$ cat src/include/urxcg_defines.vh
// Purpose: Constants for the receive command byte generator
// Assumes: Single link clock from the transceiver side
// Notes:   Field positions and encodings of the receive command byte
`ifndef URXCG_DEFINES_VH
`define URXCG_DEFINES_VH

`define URXCG_LS_LSB      0
`define URXCG_VBUS_LSB    2
`define URXCG_EVT_LSB     4
`define URXCG_ID_BIT      6
`define URXCG_ALT_BIT     7

`define URXCG_VBUS_END    2'h0
`define URXCG_VBUS_MID    2'h1
`define URXCG_VBUS_SESS   2'h2
`define URXCG_VBUS_VALID  2'h3

`define URXCG_EVT_NONE    2'h0
`define URXCG_EVT_ACT     2'h1
`define URXCG_EVT_DISC    2'h2
`define URXCG_EVT_ERR     2'h3

`define URXCG_DATA_RESET  8'h00

`define URXCG_LS_MASK     8'h03
`define URXCG_CMP_MASK    8'h4C
`define URXCG_OTH_MASK    8'hB0

`endif

$ cat src/core/urxcg_core.v
// Purpose: Builds the receive command byte and decides when it goes out on the data bus
// Assumes: All inputs synchronous to clk; bus turn-around handled by the DIR owner logic here
// Notes:   Register access and transmit paths live elsewhere; they hand in busy/stop status
//          A transmit that ends without STP keeps the hold set until STP arrives
`timescale 1ns/10ps
`default_nettype none
`include "urxcg_defines.vh"

module urxcg_core (
  input  wire       clk,                 // Link clock
  input  wire       reset,               // Synchronous, active high
  input  wire       sync_mode,           // High in synchronous mode
  input  wire       startup_done,        // Pulse: start-up DIR release done
  input  wire       mode_exit,           // Pulse: left low power/serial/carkit via STP
  input  wire       stp,                 // Link stop signal
  input  wire       link_busy,           // Link driving a command on the bus
  input  wire       tx_active,           // USB transmit in progress
  input  wire       rx_active,           // USB receive in progress
  input  wire       rx_error,            // Receive error seen
  input  wire       rx_nxt,              // Receiver has a data byte this cycle
  input  wire [7:0] rx_byte,             // Received data byte
  input  wire       host_disconnect_flag,// Host disconnect detected
  input  wire       dp_rx,               // DP single-ended receiver
  input  wire       dm_rx,               // DM single-ended receiver
  input  wire       session_end_flag,    // VBUS below session end
  input  wire       session_valid_flag,  // VBUS above session valid
  input  wire       vbus_valid_flag,     // VBUS above VBUS valid
  input  wire       id_pin,              // ID pin level
  input  wire       alt_int,             // Unmasked carkit interrupt latch set
  output reg        dir_q,               // PHY owns data bus
  output reg        nxt_q,               // Next byte strobe
  output reg  [7:0] data_out_q,          // Data bus drive value
  output reg        data_oe_q,           // Data bus output enable
  output reg        rxcmd_sent_q         // Pulse: a command byte was driven
);

  ////////////////////////////////////////////////////////////////////////////
  // Field encoding

  function [1:0] vbus_enc;
    input vv;
    input sv;
    input se;
    begin
      if (vv)
        vbus_enc = `URXCG_VBUS_VALID;
      else if (sv)
        vbus_enc = `URXCG_VBUS_SESS;
      else if (se)
        vbus_enc = `URXCG_VBUS_END;
      else
        vbus_enc = `URXCG_VBUS_MID;
    end
  endfunction

  // Receive activity outranks a disconnect report; the field holds only one event
  function [1:0] evt_enc;
    input act;
    input err;
    input disc;
    begin
      if (act)
        evt_enc = err ? `URXCG_EVT_ERR : `URXCG_EVT_ACT;
      else if (disc)
        evt_enc = `URXCG_EVT_DISC;
      else
        evt_enc = `URXCG_EVT_NONE;
    end
  endfunction

  // Field-wise compare shared by the change detectors
  function fld_diff;
    input [7:0] now_v;
    input [7:0] old_v;
    input [7:0] sel;
    begin
      fld_diff = |((now_v ^ old_v) & sel);
    end
  endfunction

  // Byte layout from the top: alt flag, ID, event, VBUS level, line state
  reg  [1:0] evt;
  reg  [7:0] cmd_byte;

  always @* begin
    evt      = evt_enc(rx_active, rx_error, host_disconnect_flag);
    cmd_byte = {alt_int,
                id_pin,
                evt,
                vbus_enc(vbus_valid_flag, session_valid_flag, session_end_flag),
                dm_rx, dp_rx};
  end

  ////////////////////////////////////////////////////////////////////////////
  // Change detection and pending request

  // last_q clears to zero, so a nonzero live state is reported once after reset
  reg  [7:0] last_q;
  reg        pend_q;
  reg        tx_hold_q;
  wire       ls_chg   = fld_diff(cmd_byte, last_q, `URXCG_LS_MASK);
  wire       cmp_chg  = fld_diff(cmd_byte, last_q, `URXCG_CMP_MASK);
  wire       oth_chg  = fld_diff(cmd_byte, last_q, `URXCG_OTH_MASK);
  wire       trig     = ls_chg
                     || cmp_chg
                     || oth_chg
                     || startup_done
                     || mode_exit;
  // An idle receive slot is an owned cycle that carries no data byte
  wire       rx_slot  = rx_active && dir_q && !rx_nxt;
  // The first transmit cycle is blocked before the hold flop has caught up
  wire       tx_block = tx_hold_q || (tx_active && !stp);
  // A refused request stays pending; an idle receive slot out of sync mode clears it without sending
  wire       can_send = sync_mode
                     && !link_busy
                     && !tx_block;
  wire       send_req = pend_q || trig || rx_active;

  ////////////////////////////////////////////////////////////////////////////
  // Transmit hold: set by a transmit without STP, released by STP

  always @(posedge clk) begin
    if (reset) begin
      tx_hold_q <= 1'b0;
    end else if (tx_active && !stp) begin
      tx_hold_q <= 1'b1;
    end else if (stp) begin
      tx_hold_q <= 1'b0;
    end
  end

  ////////////////////////////////////////////////////////////////////////////
  // Bus ownership: turn-around cycle after DIR rises, then drive

  localparam [1:0] S_IDLE = 2'h0;
  localparam [1:0] S_TURN = 2'h1;
  localparam [1:0] S_SEND = 2'h2;
  localparam [1:0] S_RX   = 2'h3;

  reg  [1:0] st_q;

  always @(posedge clk) begin
    if (reset) begin
      st_q         <= S_IDLE;
      dir_q        <= 1'b0;
      nxt_q        <= 1'b0;
      data_out_q   <= `URXCG_DATA_RESET;
      data_oe_q    <= 1'b0;
      rxcmd_sent_q <= 1'b0;
      pend_q       <= 1'b0;
      last_q       <= `URXCG_DATA_RESET;
    end else begin
      rxcmd_sent_q <= 1'b0;
      nxt_q        <= 1'b0;
      if (trig)
        pend_q <= 1'b1;                                   // Set wins over the send clear below
      last_q <= cmd_byte;
      case (st_q)
        S_IDLE: begin
          // Requests wait here while refused
          data_oe_q <= 1'b0;
          if (can_send && send_req) begin
            dir_q <= 1'b1;
            st_q  <= S_TURN;
          end
        end
        S_TURN: begin
          // Neither side drives the bus during the turn-around cycle
          st_q <= rx_active ? S_RX : S_SEND;
        end
        S_SEND: begin
          // With the mode gone, drive no byte and keep the request pending; DIR still stays high while rx_active
          if (sync_mode) begin
            data_out_q   <= cmd_byte;
            data_oe_q    <= 1'b1;
            rxcmd_sent_q <= 1'b1;
            if (!trig)
              pend_q <= 1'b0;
          end
          st_q <= rx_active ? S_RX : S_IDLE;
          if (!rx_active)
            dir_q <= 1'b0;
        end
        S_RX: begin
          // The bus stays ours for the whole packet; idle slots carry command bytes
          data_oe_q <= sync_mode;
          if (!rx_active) begin
            dir_q     <= 1'b0;
            data_oe_q <= 1'b0;
            st_q      <= S_IDLE;
          end else if (rx_nxt) begin
            nxt_q      <= 1'b1;
            data_out_q <= rx_byte;
          end else if (rx_slot) begin
            data_out_q   <= cmd_byte;
            rxcmd_sent_q <= sync_mode;
            if (!trig)
              pend_q <= 1'b0;
          end
        end
        default: begin
          st_q  <= S_IDLE;
          dir_q <= 1'b0;
        end
      endcase
    end
  end

endmodule // urxcg_core
`default_nettype wire

$ cat config.mk
export PLATFORM = sky130hd
export DESIGN_NAME = urxcg_core
export DESIGN_NICKNAME = d
export VERILOG_FILES = /design/src/core/urxcg_core.v
export VERILOG_INCLUDE_DIRS = /design/src /design/src/include
export SDC_FILE = /design/constraint.sdc
export NUM_CORES = 1
export LEC_CHECK = 0
export BUFFER_PORTS_ARGS = -buffer_cell sky130_fd_sc_hd__buf_2
export CELL_PAD_IN_SITES_DETAIL_PLACEMENT = 0
export CELL_PAD_IN_SITES_GLOBAL_PLACEMENT = 1
export CORE_MARGIN = 5
export CORE_UTILIZATION = 37
export DETAILED_ROUTE_END_ITERATION = 10
export GPL_TIMING_DRIVEN = 0
export PLACE_DENSITY_LB_ADDON = 0.1
export SKIP_LAST_GASP = 1
export SYNTH_ARGS = -nofsm -noshare
export SYNTH_HDL_FRONTEND = slang
export SYNTH_SLANG_ARGS = --single-unit
$ cat constraint.sdc
create_clock -name clk -period 3.25 [get_ports clk]
set_clock_uncertainty 0.05 [all_clocks]
set_input_delay 0.4875 -clock clk [delete_from_list [all_inputs] [get_ports clk]]
set_output_delay 0.4875 -clock clk [all_outputs]
set_load 0.05 [all_outputs]
==> flow_summary.toml, run 1 <==
[layout]
final_cell_mix = "buf_2 (39), dfxtp_1 (24), nor2_1 (15), mux2i_1 (9), nor2b_1 (8)"
fin_nets = 181
drive_gt1_share_pct = 30.1
final_common_cell = "buf_2"
num_antenna_cells = 0
areaGrowthSynthToFinish_pct = 27.0
nFillCells = 280

[logic_synthesis]
ys_warn_count = 0
syn_nets = 138
synth.lib_cells_used.distinct = 30
seq_area_frac_synth_pct = 46.1
postSynthAreaPerCell_um2 = 9.39
ys_ff_latch = 24
syn_area_mm2 = 0.00104
syn_inst = 111

[routing]
num_vias = 919
routed_wl_um = 2340
drt_iter0_drc = 26
drt-pass1-iter-count = 4
via_per_inst = 4.99
drc = 0
ant_nets = 0
wire_per_inst_um = 12.7

[hold_path]
hold_path_class = "in2reg"

[floorplanning]
pin_count = 39
rows = 19
design.core.area_mm2 = 0.00273
dieArea_mm2 = 0.00398
die_w_um = 63.1
die_height_um = 63.1
start_util_pct = 38.1

[clock_network]
cts_resized = 0
clk_latency_ns = 0.32
cts_hold_buffers = 0
numCtsBuffers = 3
root_buffer = "clkbuf_4"
path_clk_slew_ns = 0.14
cts_max_level = 1
cts_setup_buffers = 0
cts.sinks = 24
cts_tree = "done"
clock_path_buffers = 2

[critical_path]
critPathKind = "in2reg"
cp-start-kind = "primary input"
required_ns = 3.40
cp.arrival_ns = 1.91
critPathCaptureType = "flip-flop"
crit_fanout = 4

[timing]
setup_viol = 0
relSlewSlack_pct = 59.8
tns_ns = 0
fin_crit_sh_pct = 54.2
rsz0062_at_grt = "false"
drv_slew = 0
fmax_ghz = 0.567
hold_viol = 0
worst_slew_pin_slew_ns = 0.602
finalCriticalPeriod_ns = 1.76

[global_route]
antenna_found_initial = 0
grt_use_total_pct = 12.6
grt_pass1_wl_um = 4000
grt_pass1_vias = 937
grt_max_degree = 15
grt_overflow_total = 0

[power_and_ir_drop]
ir_worst_vdd_uv = 389
leakage_nw = 0.626
p_total_mw = 0.625
powerDensity_mw_per_mm2 = 472

[placed_design]
io_buffers = 38
gp_congestion = 0.681
post-dp-hpwl_um = 1770

[run_status]
status = "finished clean"

[job]
maxCapViolCount = 0
cell usage after synthesis:
cell | n | area (um^2)
xnor2_1 | 5 | 43.8
o211ai_1 | 2 | 15.0
clkbuf_1 | 4 | 15.0
nand2_1 | 3 | 11.3
mux2i_1 | 9 | 90.1
nand3_1 | 2 | 10.0
and2_1 | 2 | 12.5
mux2_2 | 1 | 11.3
a22oi_1 | 3 | 22.5
o21bai_1 | 1 | 7.51
a2111o_1 | 1 | 11.3
a211oi_1 | 5 | 37.5
o211a_1 | 1 | 10.0
o21ai_0 | 5 | 25.0
a21oi_1 | 3 | 15.0
inv_1 | 4 | 15.0
nor2_1 | 15 | 56.3
o21a_1 | 1 | 7.51
nor4_2 | 1 | 12.5
nand4_2 | 1 | 12.5
nand2b_1 | 2 | 12.5
and4_1 | 1 | 8.76
xor2_1 | 2 | 17.5
or3_1 | 1 | 6.26
dfxtp_1 | 24 | 480
nor3_1 | 1 | 5.00
buf_2 | 1 | 5.00
nor4_1 | 1 | 6.26
a41oi_1 | 1 | 8.76
nor2b_1 | 8 | 50.1
area by class of cell:
class                           count  area (um^2)  area share (%)
Timing Repair Buffer               38          190            14.4
Buffer                              5         20.0            1.51
Multi-Input combinational cell     78          527            39.8
Clock buffer                        3         22.5            1.70
Clock inverter                      1         30.0            2.27
Inverter                            4         15.0            1.13
Sequential cell                    24          480            36.3
Tap cell                           31         38.8            2.93
metal layers:
metal  GRT usage [%]  routed length (um)  part of all wire, %
met3            4.80                 141                  6.0
met2            22.1                1090                   46
met4            3.98                  20                 0.86
met5               0                   0                    0
met1            13.9                1090                   47
metrics by stage:
stage	setup slack [ns]	std cells	area, um^2	utilization, %	hold slack [ns]
finish	1.49	184	1320	48.4	0.263
detailed placement	1.13	180	1270	46.5	0.419
global placement	1.14	180	1270	46.5	0.414
CTS	1.43	184	1320	48.4	0.252
floorplan	1.35	111	1040	-	0.404
global route	1.27	184	1320	48.4	0.254
kinds of logic after synthesis:
| family | after synthesis | share of synthesized area [%] |
|---|---|---|
| AO/OA/AOI/OAI | 23 | 15.4 |
| XOR/XNOR | 7 | 5.88 |
| buffers and inverters | 9 | 3.36 |
| flip-flops | 24 | 46.1 |
| multiplexers | 10 | 9.72 |
| AND/OR/NAND/NOR | 38 | 19.6 |
report_power, final:
group	leakage [nW]	switching [mW]	internal, mW
combinational	0.402	0.0545	0.0380
clock	0.0279	0.0925	0.125
sequential	0.197	0.00745	0.308
worst paths after layout:
path	start	to	slack, ns	cells after the start
max reg2reg	st_q[0]	data_out_q[5]	1.49	5
min	stp	tx_hold_q	0.26	2
max	vbus_valid_flag	st_q[0]	1.49	5
min reg2reg	data_out_q[5]	data_out_q[5]	0.43	2
worst max-delay path: stages:
cell and delay (ns):
buf_2 0.11, or3_1 0.37, a2111o_1 0.43, nor4_2 0.37, a22oi_1 0.14
state kept, by name, indices dropped and copies added, names as in the netlist:
register,flops
data_oe_q,1
rxcmd_sent_q,1
dir_q,1
pend_q,1
last_q,8
tx_hold_q,1
nxt_q,1
data_out_q,8
st_q,2
No activity file was read; power rests on OpenSTA's default activity.
==> inputs of run 2 (changes only) <==
--- a/config.mk
+++ b/config.mk
@@ -10,7 +10,7 @@
 export CELL_PAD_IN_SITES_DETAIL_PLACEMENT = 0
 export CELL_PAD_IN_SITES_GLOBAL_PLACEMENT = 1
 export CORE_MARGIN = 5
-export CORE_UTILIZATION = 37
+export CORE_UTILIZATION = 34
 export DETAILED_ROUTE_END_ITERATION = 10
 export GPL_TIMING_DRIVEN = 0
 export PLACE_DENSITY_LB_ADDON = 0.1
==> constraint.sdc (replaced) <==
create_clock -name clk -period 1.7 [get_ports clk]
set_clock_uncertainty 0.05 [all_clocks]
set_input_delay 0.255 -clock clk [delete_from_list [all_inputs] [get_ports clk]]
set_output_delay 0.255 -clock clk [all_outputs]
set_load 0.05 [all_outputs]
==> run 2 against run 1 <==
Combinational power is 98% higher. Clock-buffer cell count is 1 higher. Routed wire length is 5.6% higher. Largest power group unchanged. Highest routed layer unchanged.
==> flow_summary.toml, run 2 (synthesis results as in run 1) <==
[global_route]
grt_max_degree = 14
grt_pass1_wl_um = 4350
antenna_found_initial = 0
grt_pass1_vias = 973
grt_use_total_pct = 13.2
grt_overflow_total = 0

[timing]
hold_viol = 0
fmax_ghz = 0.605
finalCriticalPeriod_ns = 1.65
fin_crit_sh_pct = 97.2
layout_setup_ws_ns = 0.0482
rsz0062_at_grt = "true"
relSlewSlack_pct = 66.1
drv_slew = 0
worst_slew_pin_slew_ns = 0.508
setup_viol = 0

[critical_path]
crit_chain = "or3_1 -> a2111o_1 -> nor4_4 -> a22oi_1"
crit_buf_inv = 0
cp.depth = 4
critPathKind = "reg2reg"
reg2reg_depth = 4
crit_path_top_delay_cell = "a2111o_1"
cpPeakStageDelay_ns = 0.42
cpLargestDelayFamily = "simple AND/OR/NAND/NOR gates"
required_ns = 1.85
cp.arrival_ns = 1.81
crit_fanout = 3
critPathCaptureType = "flip-flop"
cp-start-kind = "flip-flop"

[placed_design]
io_buffers = 38
dp_slack_ns = -0.198
post-dp-hpwl_um = 1860
gp_congestion = 0.753

[power_and_ir_drop]
ir_worst_vdd_uv = 335
powerDensity_mw_per_mm2 = 812
leakage_nw = 0.630

[clock_network]
cts_hold_buffers = 0
numCtsBuffers = 3
clk_latency_ns = 0.31
cts.sinks = 24
cts_tree = "done"
root_buffer = "clkbuf_4"
path_clk_slew_ns = 0.13
clock_path_buffers = 2
cts_max_level = 1

[routing]
ant_nets = 0
drt-pass1-iter-count = 3
via_per_inst = 4.87
drc = 0
wire_per_inst_um = 13.3
routed_wl_um = 2470
drt_iter0_drc = 24
num_vias = 905

[layout]
final_cell_mix = "buf_2 (39), dfxtp_1 (22), nor2_1 (15), mux2i_1 (9), nor2b_1 (7)"
areaGrowthSynthToFinish_pct = 28.5
drive_gt1_share_pct = 34.0
num_antenna_cells = 0
reg_top3 = "data_out_q (8), last_q (8), st_q (2)"
fin_nets = 181
finalCoreUtilization_pct = 44.6
final_common_cell = "buf_2"

[floorplanning]
die_w_um = 65.4
die_height_um = 65.4
pin_count = 39
rows = 20
start_util_pct = 34.7
design.core.area_mm2 = 0.00300
dieArea_mm2 = 0.00427

[run_status]
status = "finished clean"

[hold_path]
hold_path_class = "in2reg"
hold_depth = 2

[job]
maxCapViolCount = 0
==> run 2: what timing repair did <==
action                     in CTS  in global routing
gates resized for setup         4                  3
setup buffers                   0                  0
setup endpoints to repair      10                  8
pin swaps                       2                  1
==> run 2: final timing paths <==
path	slack, ns	start	end
max	0.05	last_q[3]	st_q[0]
min	0.04	stp	tx_hold_q
max reg2reg	0.05	last_q[3]	st_q[0]
min reg2reg	0.44	data_out_q[5]	data_out_q[5]
==> run 2: worst register-to-register path, stage by stage, from the launching register on <==
cell and delay, ns:
dfxtp_1 0.33, or3_1 0.30, a2111o_1 0.42, nor4_4 0.32, a22oi_1 0.13
==> run 2: layout make-up <==
class                   count  area (um^2)
well taps                  33         41.3
plain buffers               5         21.3
inverters                   4         15.0
multi-input cells          78          552
fillers                   329         1660
clock buffers               4         36.3
flip-flops and latches     24          483
repair buffers             38          190
==> run 2: per-stage QoR <==
step,TNS (ns),instances,hold slack [ns],area [um^2],power [mW]
final,0,186,0.0432,1340,1.09
after global routing,-0.0238,186,0.0424,1340,1.16
after floorplan,0,111,0.284,1040,0.729
after detailed placement,-1.16,182,0.389,1270,0.795
after CTS,0,186,0.0339,1330,1.10
after global placement,-0.744,182,0.382,1270,0.792
==> run 2: where the power goes <==
part | total, mW | leakage [nW] | internal, mW | switching [mW]
Combinational | 0.183 | 0.411 | 0.0740 | 0.109
Sequential | 0.604 | 0.198 | 0.589 | 0.0154
Clock | 0.300 | 0.0210 | 0.131 | 0.169
==> run 2: metal layers <==
layer	wire [um]	share of wire [%]	up-vias	global-route usage, %
met2	1090	44	25	21.2
met5	0	0	-	0
met4	51	2.1	0	5.70
met1	1180	48	404	16.3
met3	150	6.1	5	3.76
li1	-	-	471	-
==> inputs of run 3 (changes only) <==
--- a/config.mk
+++ b/config.mk
@@ -6,9 +6,11 @@
 export SDC_FILE = /design/constraint.sdc
 export NUM_CORES = 1
 export LEC_CHECK = 0
+export ABC_CLOCK_PERIOD_IN_PS = 1700
 export BUFFER_PORTS_ARGS = -buffer_cell sky130_fd_sc_hd__buf_2
 export CELL_PAD_IN_SITES_DETAIL_PLACEMENT = 0
 export CELL_PAD_IN_SITES_GLOBAL_PLACEMENT = 1
+export CORE_ASPECT_RATIO = 0.75
 export CORE_MARGIN = 5
 export CORE_UTILIZATION = 34
 export DETAILED_ROUTE_END_ITERATION = 10
==> run 3 against run 2 <==
Sequential power is essentially flat. Clock power up 29%. Design area is 1.1% higher. Hold slack improved by 0.059 ns. Fmax fell by 1.1%. Register-to-register slack got worse by 0.02 ns. Flip-flop and latch count did not move. Global-route usage decreased by 1.2 points. Sequential share of layout area decreased by 0.40 points. Total power up 7.9%. First-iteration DRC count rose by 130%. Clock-buffer cell count did not move.
==> flow_summary.toml, run 3 (synthesis results as in run 1) <==
[layout]
multi_input_area_um2 = 542
nFillCells = 305
reg_top3 = "data_out_q (8), last_q (8), st_q (2)"
regArea_um2 = 483
final_cell_mix = "buf_2 (39), dfxtp_1 (22), nor2_1 (15), mux2i_1 (9), nor2b_1 (8)"
drive_gt1_share_pct = 33.3
areaGrowthSynthToFinish_pct = 29.9
final_area_mm2 = 0.00135
final_common_cell = "buf_2"
num_antenna_cells = 0
final-instance-count-excl-fill = 191
fin_nets = 181

[global_route]
grt_use_total_pct = 12.0
antenna_found_initial = 0
grt_overflow_total = 0
grt_max_degree = 14
grt_pass1_vias = 844
grt_pass1_wl_um = 4010

[clock_network]
clock_path_buffers = 2
clk_latency_ns = 0.26
path_clk_slew_ns = 0.09
cts_hold_buffers = 0
root_buffer = "clkbuf_8"
cts_tree = "done"
cts_max_level = 1
numCtsBuffers = 3
cts.sinks = 24
cts_setup_buffers = 0

[hold_path]
min-delay-start = "stp"
hold_depth = 2
hold_end = "tx_hold_q"
hold_path_class = "in2reg"

[timing]
fmax_ghz = 0.598
hold_slack_ns = 0.103
worst_slew_pin_slew_ns = 0.487
tns_ns = 0
relSlewSlack_pct = 67.5
rsz0062_at_grt = "true"
hold_viol = 0
fin_crit_sh_pct = 98.3
setup_viol = 0
drv_slew = 0
finalCriticalPeriod_ns = 1.67

[critical_path]
startpoint = "last_q[3]"
r2r_setup_slack_ns = 0.03
cp-start-kind = "flip-flop"
r2r-start = "last_q[3]"
worstReg2RegEnd = "st_q[0]"
crit_fanout = 3
crit_buf_inv = 0
critPathCaptureType = "flip-flop"
cpPeakStageDelay_ns = 0.42
cpLargestDelayFamily = "simple AND/OR/NAND/NOR gates"
cp.arrival_ns = 1.76
required_ns = 1.79
crit_chain = "or3_1 -> a2111o_1 -> nor4_4 -> a22oi_1"
cp.depth = 4
crit_path_top_delay_cell = "a2111o_1"
reg2reg_depth = 4
critPathKind = "reg2reg"

[power_and_ir_drop]
p_comb_share_pct = 15.6
p_total_mw = 1.17
swShare_pct = 26.0
powerDensity_mw_per_mm2 = 867
net-switching-power_mw = 0.305
pwr-share-seq_pct = 51.4
ir_worst_vdd_uv = 400
leakage_nw = 0.636
p_int_mw = 0.868
p_clk_share_pct = 33.1

[routing]
drt-pass1-iter-count = 3
via_per_inst = 4.68
num_vias = 894
wire_per_inst_um = 12.8
drt_iter0_drc = 54
routed_wl_um = 2450
ant_nets = 0
drc = 0

[floorplanning]
design.core.area_mm2 = 0.00294
die_w_um = 73.9
pin_count = 39
start_util_pct = 35.5
die_height_um = 58.0
dieArea_mm2 = 0.00428
rows = 17

[job]
maxCapViolCount = 0

[placed_design]
place_inst = 187
io_buffers = 38
post-dp-hpwl_um = 1860
place_area_mm2 = 0.00128
gp_congestion = 0.792

[run_status]
status = "finished clean"
==> run 3: worst reg2reg max path: cells and delay by family (launching register included) <==
kind | cells | cell delay [ns]
AO/OA/AOI/OAI | 2 | 0.55
AND/OR/NAND/NOR | 2 | 0.61
flip-flops | 1 | 0.33
==> run 3: cell type report <==
cell class / instances / share of cell area, %
buffer: 5 / 1.57
clock buffer: 4 / 4.07
inverter: 4 / 1.11
multi-input combinational: 78 / 40.0
sequential: 24 / 35.7
tap: 38 / 3.51
timing repair buffer: 38 / 14.0
==> run 3: power by group through the flow <==
stage	combinational, mW	clock, mW	sequential, mW
after CTS	0.184	0.397	0.603
final	0.183	0.388	0.603
after global placement	0.178	0	0.615
after global routing	0.202	0.420	0.606
after floorplan	0.0848	0	0.644
after detailed placement	0.180	0	0.615
==> run 3: metrics by stage <==
step                util (%)  worst slack, ns
global route            46.1          -0.0698
CTS                     46.0           0.0319
global placement        43.6           -0.194
floorplan                  -           0.0357
detailed placement      43.6           -0.192
finish                  46.1           0.0290
==> run 3: how the worst max path moves through the flow <==
stage and end:
6_report st_q[0], 5_1_grt st_q[0], 4_1_cts st_q[0], 3_5_place_dp st_q[0], 3_3_place_gp st_q[0], 2_1_floorplan st_q[0]
==> run 3: layer usage <==
metal | routed length [um] | vias up | track usage [%] | part of all wire [%]
met2 | 1060 | 25 | 17.6 | 43
met3 | 160 | 2 | 4.85 | 6.5
met4 | 7 | 0 | 1.55 | 0.29
li1 | - | 473 | - | -
met5 | 0 | - | 0 | 0
met1 | 1220 | 394 | 16.9 | 50
==> run 3: what timing repair did <==
action                                  in CTS  in global routing
pin swaps                                    2                  2
endpoints found under the setup margin       9                  8
resized for setup                            3                  2
